`src/inc/can_line_pkg.sv`:
```
// constants, register map and carrier types of the CAN bus line front end
// What this block does, and what its host and software must do
// (RL1) while initialization is asserted, all logic and the line configuration reset
// (RL2) on power up, host holds initialization asserted at least 1 ms; the bench holds it 8 cycles
// (RL3) on warm reset, host holds initialization asserted at least 1 ms; the bench holds it one cycle
// (RL4) bypass clear: received level comes from comparing positive and negative inputs
// (RL5) positive above negative reads recessive; negative above positive reads dominant
// (RL6) bypass set: comparison off, positive input alone is the received level
// (RL7) software keeps receive option bit zero whenever it sets bypass
// (RL8) after reset bypass is clear, so both inputs feed the comparator
// (RL9) recessive drives out a high, out b low; dominant the reverse
// (RL10) selected received level passes a two-stage synchronizer before use
package can_line_pkg;
	// register indices as printed; byte address is four times the index
	localparam logic [7:0] BUS_LINE_CONFIG_IDX = 8'h2f;
	localparam logic [7:0] LINE_STATUS_IDX = 8'h30;
	localparam logic [9:0] BUS_LINE_CONFIG_ADDR = {BUS_LINE_CONFIG_IDX, 2'h0};
	localparam logic [9:0] LINE_STATUS_ADDR = {LINE_STATUS_IDX, 2'h0};
	// field positions of bus_line_config
	localparam int COMPARATOR_BYPASS_BIT = 6;
	localparam int RX_INPUT_OPTION0_BIT = 3;
	localparam logic [7:0] BUS_LINE_CONFIG_RESET = 8'h00;
	// field positions of line_status
	localparam int STAT_RX_BIT = 0;
	localparam int STAT_TX_BIT = 1;
	localparam int STAT_BYPASS_BIT = 2;
	// ahb encodings
	localparam logic [1:0] HTRANS_NONSEQ = 2'h2;
	localparam logic HRESP_OKAY = 1'h0;
	// least hold of the initialization input, kept for reference; the bench does not use it
	localparam int CLK_PERIOD_PS = 4000;
	localparam longint RESET_MIN_PS = 64'd1000000000;
	localparam int RESET_MIN_CYCLES = int'((RESET_MIN_PS + CLK_PERIOD_PS - 1) / CLK_PERIOD_PS);
	// bus level values
	localparam logic LEVEL_RECESSIVE = 1'h1;
	localparam logic LEVEL_DOMINANT = 1'h0;

	typedef struct packed {
		logic bus_in_pos;
		logic bus_in_neg;
	} line_sense_t;

	typedef struct packed {
		logic bus_out_a;
		logic bus_out_b;
	} line_drive_t;
endpackage : can_line_pkg

```
`src/logic/level_sync.sv`:
```
// two-stage synchronizer for one level
`timescale 1ns/1ps
module level_sync (
	input wire logic clk,
	input wire logic rst,
	input wire logic reset_level,
	input wire logic level_in,
	output logic level_out
);
	logic meta_reg;

	// first stage feeds only the second stage
	always_ff @(posedge clk or posedge rst) begin
		if (rst) begin
			meta_reg <= 1'h1;
			level_out <= 1'h1;
		end else begin
			meta_reg <= level_in;
			level_out <= meta_reg;
		end
	end

	// reset value is fixed at recessive; the port only documents it
	logic unused_reset_level;
	assign unused_reset_level = reset_level;
endmodule : level_sync

```
`src/logic/can_bus_line_frontend.sv`:
```
// CAN bus line front end: receive selection, transmit drive, ahb-lite registers
`timescale 1ns/1ps
module can_bus_line_frontend (
	input wire logic clk,
	input wire logic rst,
	input wire logic hsel,
	input wire logic [31:0] haddr,
	input wire logic [1:0] htrans,
	input wire logic hwrite,
	input wire logic [2:0] hsize,
	input wire logic [31:0] hwdata,
	input wire logic hready,
	output logic hreadyout,
	output logic [31:0] hrdata,
	output logic hresp,
	input wire can_line_pkg::line_sense_t line_in,
	output can_line_pkg::line_drive_t line_out,
	input wire logic tx_bit,
	output logic rx_bit
);
	import can_line_pkg::*;

	// register state
	logic [7:0] bus_line_config_reg;
	logic wr_pend_reg;
	logic [9:0] wr_addr_reg;
	logic held_level_reg;
	// combinational helpers
	logic raw_level;
	logic bypass;
	logic addr_phase;
	logic cfg_write;
	logic [7:0] cfg_next;
	logic [31:0] rd_next;

	assign bypass = bus_line_config_reg[COMPARATOR_BYPASS_BIT];

	// zero wait states: every transfer completes in its first data-phase cycle
	assign hreadyout = 1'h1;
	assign hresp = HRESP_OKAY;
	assign addr_phase = hsel && (htrans == HTRANS_NONSEQ) && hready;
	assign cfg_write = wr_pend_reg && (wr_addr_reg == BUS_LINE_CONFIG_ADDR);
	assign cfg_next = hwdata[7:0];

	// address phase capture; only writes need remembering for the data phase
	always_ff @(posedge clk or posedge rst) begin
		if (rst) begin
			wr_pend_reg <= 1'h0;
			wr_addr_reg <= 10'h000;
		end else begin
			// upper address bits must be zero, otherwise a write aliases onto config
			wr_pend_reg <= addr_phase && hwrite && (haddr[31:10] == 22'h000000);
			wr_addr_reg <= haddr[9:0];
		end
	end

	// line configuration; cleared by reset so the comparator is in use [RL1] [RL8]
	always_ff @(posedge clk or posedge rst) begin
		if (rst) begin
			bus_line_config_reg <= BUS_LINE_CONFIG_RESET;
		end else if (cfg_write) begin
			bus_line_config_reg <= cfg_next;
		end
	end

	// read data formed at the address phase; a write still in its data phase
	// is forwarded so that a read straight after it sees the new value
	always_comb begin
		rd_next = 32'h0000_0000;
		if (haddr[31:10] == 22'h000000) begin
			unique case (haddr[9:0])
				BUS_LINE_CONFIG_ADDR: begin
					rd_next[7:0] = cfg_write ? cfg_next : bus_line_config_reg;
				end
				LINE_STATUS_ADDR: begin
					rd_next[STAT_RX_BIT] = rx_bit;
					rd_next[STAT_TX_BIT] = tx_bit;
					rd_next[STAT_BYPASS_BIT] = bypass;
				end
				default: begin
					rd_next = 32'h0000_0000;
				end
			endcase
		end
	end

	// unmapped addresses read zero and ignore writes
	// hrdata is only reloaded by a read, so it stands through any following idle cycles
	always_ff @(posedge clk or posedge rst) begin
		if (rst) begin
			hrdata <= 32'h0000_0000;
		end else if (addr_phase && !hwrite) begin
			hrdata <= rd_next;
		end
	end

	// receive level selection; with bypass clear, equal inputs give no decision, so hold the last one
	// an undriven pair idles with equal inputs, so holding avoids a false edge there
	always_comb begin
		if (bypass) begin
			raw_level = line_in.bus_in_pos; // [RL6]
		end else if (line_in.bus_in_pos && !line_in.bus_in_neg) begin
			raw_level = LEVEL_RECESSIVE; // [RL4] [RL5]
		end else if (line_in.bus_in_neg && !line_in.bus_in_pos) begin
			raw_level = LEVEL_DOMINANT; // [RL5]
		end else begin
			raw_level = held_level_reg;
		end
	end

	// last decided level, kept for the no-decision case
	always_ff @(posedge clk or posedge rst) begin
		if (rst) begin
			held_level_reg <= LEVEL_RECESSIVE;
		end else begin
			held_level_reg <= raw_level;
		end
	end

	// the line is asynchronous to clk, so the selected level is synchronized [RL10]
	level_sync rx_sync (
		.clk(clk),
		.rst(rst),
		.reset_level(LEVEL_RECESSIVE),
		.level_in(raw_level),
		.level_out(rx_bit)
	);

	// transmit drive from flip-flops; reset leaves the line recessive [RL9]
	always_ff @(posedge clk or posedge rst) begin
		if (rst) begin
			line_out.bus_out_a <= 1'h1;
			line_out.bus_out_b <= 1'h0;
		end else begin
			line_out.bus_out_a <= tx_bit;
			line_out.bus_out_b <= !tx_bit;
		end
	end

	// hsize is always a word here; narrower sizes are treated as whole words
	logic [2:0] unused_hsize;
	assign unused_hsize = hsize;
endmodule : can_bus_line_frontend

```
`config.mk`:
```
export PLATFORM = sky130hd
export DESIGN_NAME = can_bus_line_frontend
export DESIGN_NICKNAME = d
export VERILOG_FILES = /design/src/inc/can_line_pkg.sv /design/src/logic/level_sync.sv /design/src/logic/can_bus_line_frontend.sv
export SDC_FILE = /design/constraint.sdc
export NUM_CORES = 1
export LEC_CHECK = 0
export ABC_AREA = 1
export BUFFER_PORTS_ARGS = -buffer_cell sky130_fd_sc_hd__buf_4
export CORE_ASPECT_RATIO = 0.7
export CORE_MARGIN = 2
export CORE_UTILIZATION = 40
export DETAILED_ROUTE_END_ITERATION = 10
export GPL_TIMING_DRIVEN = 1
export PLACE_DENSITY = 0.86
export SLEW_MARGIN = 15
export SYNTH_ARGS = -nofsm -noshare
export SYNTH_HDL_FRONTEND = slang
export SYNTH_SLANG_ARGS = --single-unit
export TNS_END_PERCENT = 1
```
`constraint.sdc`:
```
create_clock -name clk -period 1.56 [get_ports clk]
set_input_delay 0.078 -clock clk [delete_from_list [all_inputs] [get_ports clk]]
set_output_delay 0.078 -clock clk [all_outputs]
set_load 0.05 [all_outputs]
```
Word-level counts from Yosys, hierarchy flattened
Cells that the tools add are included.

Register bits after elaboration: 55. Output and inout bits: 37. Bits of input ports: 77. Logic and storage cells: 33.

Reduce and logical (&&, ||, !) cells: 14. Equality and inequality tests: 4. Mux-type cells: 7.

Operators with widths (number): $eq A10 B8 Y1 const B (3); $logic_not A22 Y1 (1); $mux W8 (2); $logic_and A1 B1 Y1 (8); $pmux W3 S2 (1); $mux W5 (1); $logic_not A1 Y1 (4); $mux W1 (3); $reduce_bool A3 Y1 (1); $eq A2 B2 Y1 const B (1).

Longest topological paths before layout
Gate-level depths: netlist of the first run.

Word-level depth: 5. Gate-level depth with buffers: 8. Gate-level depth less buffers: 8.

Modules after synthesis
A second synthesis of the first run with hierarchy kept.

Cell total of the unflattened synthesis: 185. Area, all modules: 1621.6 um2.

By module, submodules not included: can_bus_line_frontend (instances 1, cells an instance 182, area an instance 1565.3 um2, sequential area each 753.2 um2); level_sync (instances 1, cells an instance 3, area an instance 56.3 um2, sequential area each 52.6 um2).

Least setup slack after synthesis of the first run
OpenSTA, ideal clock, no wires.

Path kind: register to register. Start point: register wr_addr_reg[1]. End point: register hrdata[0]. Data required time: 1.435 ns. Library setup time: 0.125 ns. Path buffers: 0. Clock period less this slack: 1.166 ns. Path slack: 0.394 ns. Cell stages (with the launch flop): 9. Arrival: 1.041 ns. Cells stage by stage: dfrtp_1 > inv_2 > nand2_1 > nor2_4 > nand3_2 > nand2_1 > nand2_1 > nand3_1 > nand3_1.

Longest elaborated chain between the ends: 5.

RTL lines: from (decl) (RTL line can_bus_line_frontend.sv:26) `logic [9:0] wr_addr_reg;`; from (signal assigned) (RTL line can_bus_line_frontend.sv:53) `wr_addr_reg <= haddr[9:0];`; $eq A10 B8 Y1 (RTL line can_bus_line_frontend.sv:42) `assign cfg_write = wr_pend_reg && (wr_addr_reg == BUS_LINE_CONFIG_ADDR);`; $logic_and A1 B1 Y1 (RTL line can_bus_line_frontend.sv:42); $mux W8; $pmux W3 S2 (RTL line can_bus_line_frontend.sv:71) `unique case (haddr[9:0])`; $mux W8 (RTL line can_bus_line_frontend.sv:70) `if (haddr[31:10] == 22'h000000) begin`; to (signal assigned) (RTL line can_bus_line_frontend.sv:93) `hrdata <= rd_next;`; to (decl) (RTL line can_bus_line_frontend.sv:14) `output logic [31:0] hrdata,`.

Every way passes these cells. A chain may end at the register's enable or synchronous reset.

Worst setup path after layout of the first run
Start point: input haddr[8]. End point: register hrdata[2].

Longest elaborated chain between the ends: 3. Elaborated cells between the ends (all ways): 4. Classes of those cells: eq/ne (2); mux (2).

RTL lines: from (decl) (RTL line can_bus_line_frontend.sv:7) `input wire logic [31:0] haddr,`; $eq A10 B8 Y1 (RTL line can_bus_line_frontend.sv:71); $pmux W3 S2 * (RTL line can_bus_line_frontend.sv:71); $mux W8 * (RTL line can_bus_line_frontend.sv:70).

Every way passes the cells marked *; elsewhere a longest branch is shown, timed or not.

==> results.cfg, run 1 <==
[outcome]
status = finished, final reports clean

[setup_path]
cp-end-kind = flop
cpPeakStageDelay_ns = 0.56
critPathArrivalTime_ns = 1.62
crit_path_start_kind = input port
required_ns = 1.77
path_class = input port to flop
cp_max_fo = 8
critPathSlowestCell = dlygate4sd3_1
crit_chain = dlygate4sd3_1 > buf_4 > nor2_1 > nand2_1 > nor3_4 > nand3_1 > nand3_1
cpMostUsedCell = nand3_1

[global_routing]
grt_pass1_wl_um = 5320
grt_pass1_vias = 1262
antenna_found_initial = 0
grt-ovfl-total = 0
track_usage = 0.157
grt_max_degree = 32

[pwr]
switching_share = 0.288
p_leak_uw = 0.00112
ir_drop_mv = 0.358
power_frac_seq = 0.470
clockPowerShare = 0.334
power_density_nw_per_um2 = 808
power_frac_comb = 0.196
p_int_uw = 1260
p_switching_uw = 510

[place]
pre_cts_ws_ns = 0.332
io_buffers = 60
placed_area_um2 = 1980
dp_hpwl_um = 2550
dp.cells = 288
place_congestion = 0.733

[floorplan]
io_pins = 114
design.core.area_um2 = 3850
initial_core_util = 0.408
dieArea_um2 = 4450
die_w_um = 78.9
die_h_um = 56.4
rows = 19

[synthesis]
synth-seq-area-share = 0.496
syn_area_um2 = 1570
synth_edf_count = 0
yosys_warnings = 0
synth_cell_types = 22
async_flop_share = 1.00
synthFlopType = dfrtp_1
syn_inst = 177
synth_area_per_cell_um2 = 8.87
yosys_register_bits = 31

[final_layout]
largest_register_ffs = 10
drive_gt1_frac = 0.331
diodes = 0
fin_util = 0.570
instances_no_fill = 309
design_area_um2 = 2190
area_growth_pct = 39.8
layout.nets = 333

[clock_network]
max-clock-path-buffers = 2
clk_pin_slew_ns = 0.05
cts_root_buffer = clkbuf_8
worstSkewPairLatency_ns = 0.28
htreeDepth = 2
numCtsBuffers = 5
cts.sinks = 31
cts_tree = yes
cts_resized = 0

[timing]
finalMaxSlewViolations = 0
setup_viol = 0
setup-tns-final_ns = 0
finalCritPeriodShare = 0.904
rsz0062_at_grt = no
fin_worst_skew_ns = 0.00845
hold_violations = 0
finalCriticalPeriod_ns = 1.41
fmax_ghz = 0.709
fin_ws_ns = 0.149

[drt]
drtPass1Iterations = 4
vias = 1339
wl_um = 3400
avgViaCountPerCell = 4.33
avgRoutedWirePerCell_um = 11.0
drt_iter0_markers = 60
drc = 0
ant_nets = 0

[flow_run]
maxCapViolCount = 0

[min_path]
hp-class = input port to flop
==> logic make-up after synthesis <==
family	count (synthesis)	share of synthesized area
compound gates	2	0.00797
flops	31	0.496
simple gates	103	0.331
buf+inv	39	0.160
other cells	2	0.00478
==> cells in the mapped netlist (2+ instances only) <==
cell	n	area (µm²)
nor2_4	5	56.3
buf_4	26	195
dfstp_2	3	78.8
nor3b_1	2	15.0
nor2_1	19	71.3
nor2_2	2	12.5
inv_1	10	37.5
nand4_1	2	12.5
nand3_1	20	100
inv_2	2	7.51
nand3_2	2	20.0
dfrtp_1	28	701
nand2_2	2	12.5
nor3_1	2	10.0
nand2_1	44	165
conb_1	2	7.51
==> through the flow <==
step / total power (µW) / hold slack [ns]
6_report: 1770 / 0.0322
5_1_grt: 1850 / 0.0490
4_1_cts: 1780 / 0.0332
3_5_place_dp: 1170 / 0.182
3_3_place_gp: 1170 / 0.180
2_1_floorplan: 1100 / 0.0825
==> path summary, 6_finish.rpt <==
check | slack, ns | startpoint | cells past startpoint | endpoint
min in group asynchronous | 0.43 | rst | 4 | bus_line_config_reg[1]$_DFF_PP0_
setup / recovery | 0.15 | haddr[8] | 7 | hrdata[2]$_DFFE_PP0P_
max in group asynchronous | 0.81 | rst | 4 | rx_sync.level_out$_DFF_PP1_
hold / removal | 0.03 | line_in[1] | 3 | rx_sync.meta_reg$_DFFE_PP1P_
hold reg to reg | 0.37 | rx_sync.meta_reg$_DFFE_PP1P_ | 0 | rx_sync.level_out$_DFF_PP1_
setup reg to reg | 0.34 | wr_addr_reg[6]$_DFF_PP0_ | 8 | hrdata[2]$_DFFE_PP0P_
==> routing by layer <==
layer / wire length (µm) / vias up / GRT usage
li1: - / 663 / -
met1: 1330 / 605 / 0.186
met2: 1700 / 64 / 0.260
met3: 323 / 7 / 0.0659
met4: 38 / 0 / 0.0517
met5: 0 / - / 0
==> power by group through the flow <==
| stage | logic [µW] | registers (µW) | clock network, µW |
|---|---|---|---|
| after floorplan | 236 | 862 | 0 |
| after global placement | 318 | 847 | 0 |
| after detailed placement | 322 | 848 | 0 |
| after CTS | 349 | 834 | 601 |
| after global routing | 372 | 835 | 646 |
| final | 348 | 834 | 592 |
==> area by class of cell <==
type | count | area, µm²
clock buffers | 8 | 80.1
repair buffers | 75 | 596
multi-input cells | 131 | 629
fillers | 351 | 1660
flip-flops and latches | 31 | 779
well taps | 52 | 65.1
inverters | 12 | 45.0
==> layout by cell type (no fill, tap or decap), drive strengths merged <==
master and n:
buf 62, clkbuf 8, conb 26, dfrtp 28, dfstp 3, dlygate4sd3 13, inv 12, nand2 46
nand3 22, nand4 3, nor2 26, nor3 3, nor3b 2, o21ai 1, o31ai 1, or2 1
==> critical path: cells and delay by family <==
family	cells	cell delay, ns
AND/OR/NAND/NOR	5	0.85
buffers and inverters	2	0.71
==> timing repair <==
item                                   4_1_cts  5_1_grt
hold buffers                                13        0
endpoints found under the hold margin       41        0
setup buffers                                0        0
Note: power is estimated with default switching activity, not from simulation.
==> run 2: changes to the inputs <==
--- a/config.mk
+++ b/config.mk
@@ -13,6 +13,7 @@
 export DETAILED_ROUTE_END_ITERATION = 10
 export GPL_TIMING_DRIVEN = 1
 export PLACE_DENSITY = 0.86
+export SETUP_SLACK_MARGIN = 0.5
 export SLEW_MARGIN = 15
 export SYNTH_ARGS = -nofsm -noshare
 export SYNTH_HDL_FRONTEND = slang
==> results.cfg, run 2 (synthesis gave the netlist of run 1 again) <==
[floorplan]
die_h_um = 56.4
dieArea_um2 = 4450
die_w_um = 78.9
rows = 19
design.core.area_um2 = 3850
initial_core_util = 0.408
io_pins = 114

[global_routing]
grt_pass1_vias = 1372
antenna_found_initial = 0
grt_pass1_wl_um = 6050
grt-ovfl-total = 0
track_usage = 0.178
grt_max_degree = 32

[drt]
vias = 1435
avgRoutedWirePerCell_um = 13.0
ant_nets = 0
avgViaCountPerCell = 4.53
drtPass1Iterations = 4
wl_um = 4130
drt_iter0_markers = 84
drc = 0

[clock_network]
worstSkewPairLatency_ns = 0.28
max-clock-path-buffers = 2
htreeDepth = 2
cts_tree = yes
cts.sinks = 31
clk_pin_slew_ns = 0.06
numCtsBuffers = 5
cts_root_buffer = clkbuf_8

[place]
place_congestion = 0.807
io_buffers = 60
dp_hpwl_um = 2600

[final_layout]
largest_register_ffs = 10
final_common_cell = buf_4
fin_util = 0.626
drive_gt1_frac = 0.494
final_cell_mix = buf_4, dfrtp_1, nand2_1
layout.nets = 341
fillCellCount = 328
diodes = 0
area_growth_pct = 53.5

[min_path]
hp-class = input port to flop

[timing]
rsz0062_at_grt = yes
setup-tns-final_ns = 0
finalMaxSlewViolations = 0
finalCriticalPeriod_ns = 1.32
fin_worst_skew_ns = 0.00594
finalCritPeriodShare = 0.846
setup_viol = 0
maxSlewHeadroom = 0.649
worst_pin_slew_ns = 0.526
fmax_ghz = 0.757
hold_violations = 0

[outcome]
status = finished, final reports clean

[setup_path]
cp_max_fo = 8
path_class = flop to flop
cp-end-kind = flop
critPathArrivalTime_ns = 1.47
required_ns = 1.71
crit_path_start_kind = flop

[pwr]
power_frac_seq = 0.467
switching_share = 0.297
clockPowerShare = 0.330
power_frac_comb = 0.203
power_density_nw_per_um2 = 741
p_leak_uw = 0.00119
p_int_uw = 1260
p_switching_uw = 531
ir_drop_mv = 0.349

[flow_run]
maxCapViolCount = 0
==> run 2: path summary, 6_finish.rpt <==
check	start	end	slack (ns)	cells after the start
worst max-delay path	wr_addr_reg[1]$_DFF_PP0_	hrdata[2]$_DFFE_PP0P_	0.24	8
worst min-delay path	line_in[1]	rx_sync.meta_reg$_DFFE_PP1P_	0.04	3
worst max register to register	wr_addr_reg[1]$_DFF_PP0_	hrdata[2]$_DFFE_PP0P_	0.24	8
worst min register to register	rx_sync.meta_reg$_DFFE_PP1P_	rx_sync.level_out$_DFF_PP1_	0.38	0
max in group asynchronous	rst	rx_sync.level_out$_DFF_PP1_	0.79	4
min in group asynchronous	rst	bus_line_config_reg[1]$_DFF_PP0_	0.45	4
==> run 2: cell type report <==
class                   instances  area [µm²]  area share
clock inverters                 3        15.0     0.00623
multi-input cells             131         769       0.319
repair buffers                 83         668       0.277
inverters                      12        45.0      0.0187
clock buffers                   5        68.8      0.0285
flip-flops and latches         31         779       0.323
well taps                      52        65.1      0.0270
==> run 2: critical path, cell delays in order (launching register included) <==
cell     delay, ns
dfrtp_1       0.38
inv_2         0.07
nand2_4       0.05
nor2_4        0.18
nand3_4       0.19
nand2_2       0.11
nand2_2       0.06
nand3_2       0.08
nand3_2       0.08
==> run 2: layer usage <==
layer,GRT usage,part of all wire,wire (µm)
met5,0,0,0
met4,0.0665,0.034,141
met3,0.0434,0.083,342
met2,0.317,0.52,2150
met1,0.207,0.36,1500
==> run 2: timing repair <==
| item | in CTS | in global routing |
|---|---|---|
| hold endpoints to repair | 41 | 0 |
| setup buffers | 5 | 4 |
| endpoints found under the setup margin | 17 | 18 |
| pin swaps | 5 | 19 |
| hold buffers | 13 | 0 |
| resized for setup | 8 | 27 |
==> run 2: metrics by stage <==
step / hold WS, ns / cells / power (µW) / setup slack (ns) / instance area (µm²)
2_1_floorplan: 0.0825 / 201 / 1100 / 0.425 / 1670
3_3_place_gp: 0.180 / 287 / 1170 / 0.273 / 1990
3_5_place_dp: 0.186 / 287 / 1170 / 0.249 / 1990
4_1_cts: 0.0284 / 313 / 1790 / 0.331 / 2290
5_1_grt: 0.0719 / 317 / 1860 / 0.151 / 2410
6_report: 0.0380 / 317 / 1790 / 0.240 / 2410
==> run 2: power groups by stage <==
stage          Clock, µW  Sequential (µW)  Combinational, µW
4_1_cts              602              834                355
6_report             590              836                362
3_3_place_gp           0              847                319
2_1_floorplan          0              862                237
5_1_grt              642              837                386
3_5_place_dp           0              849                324
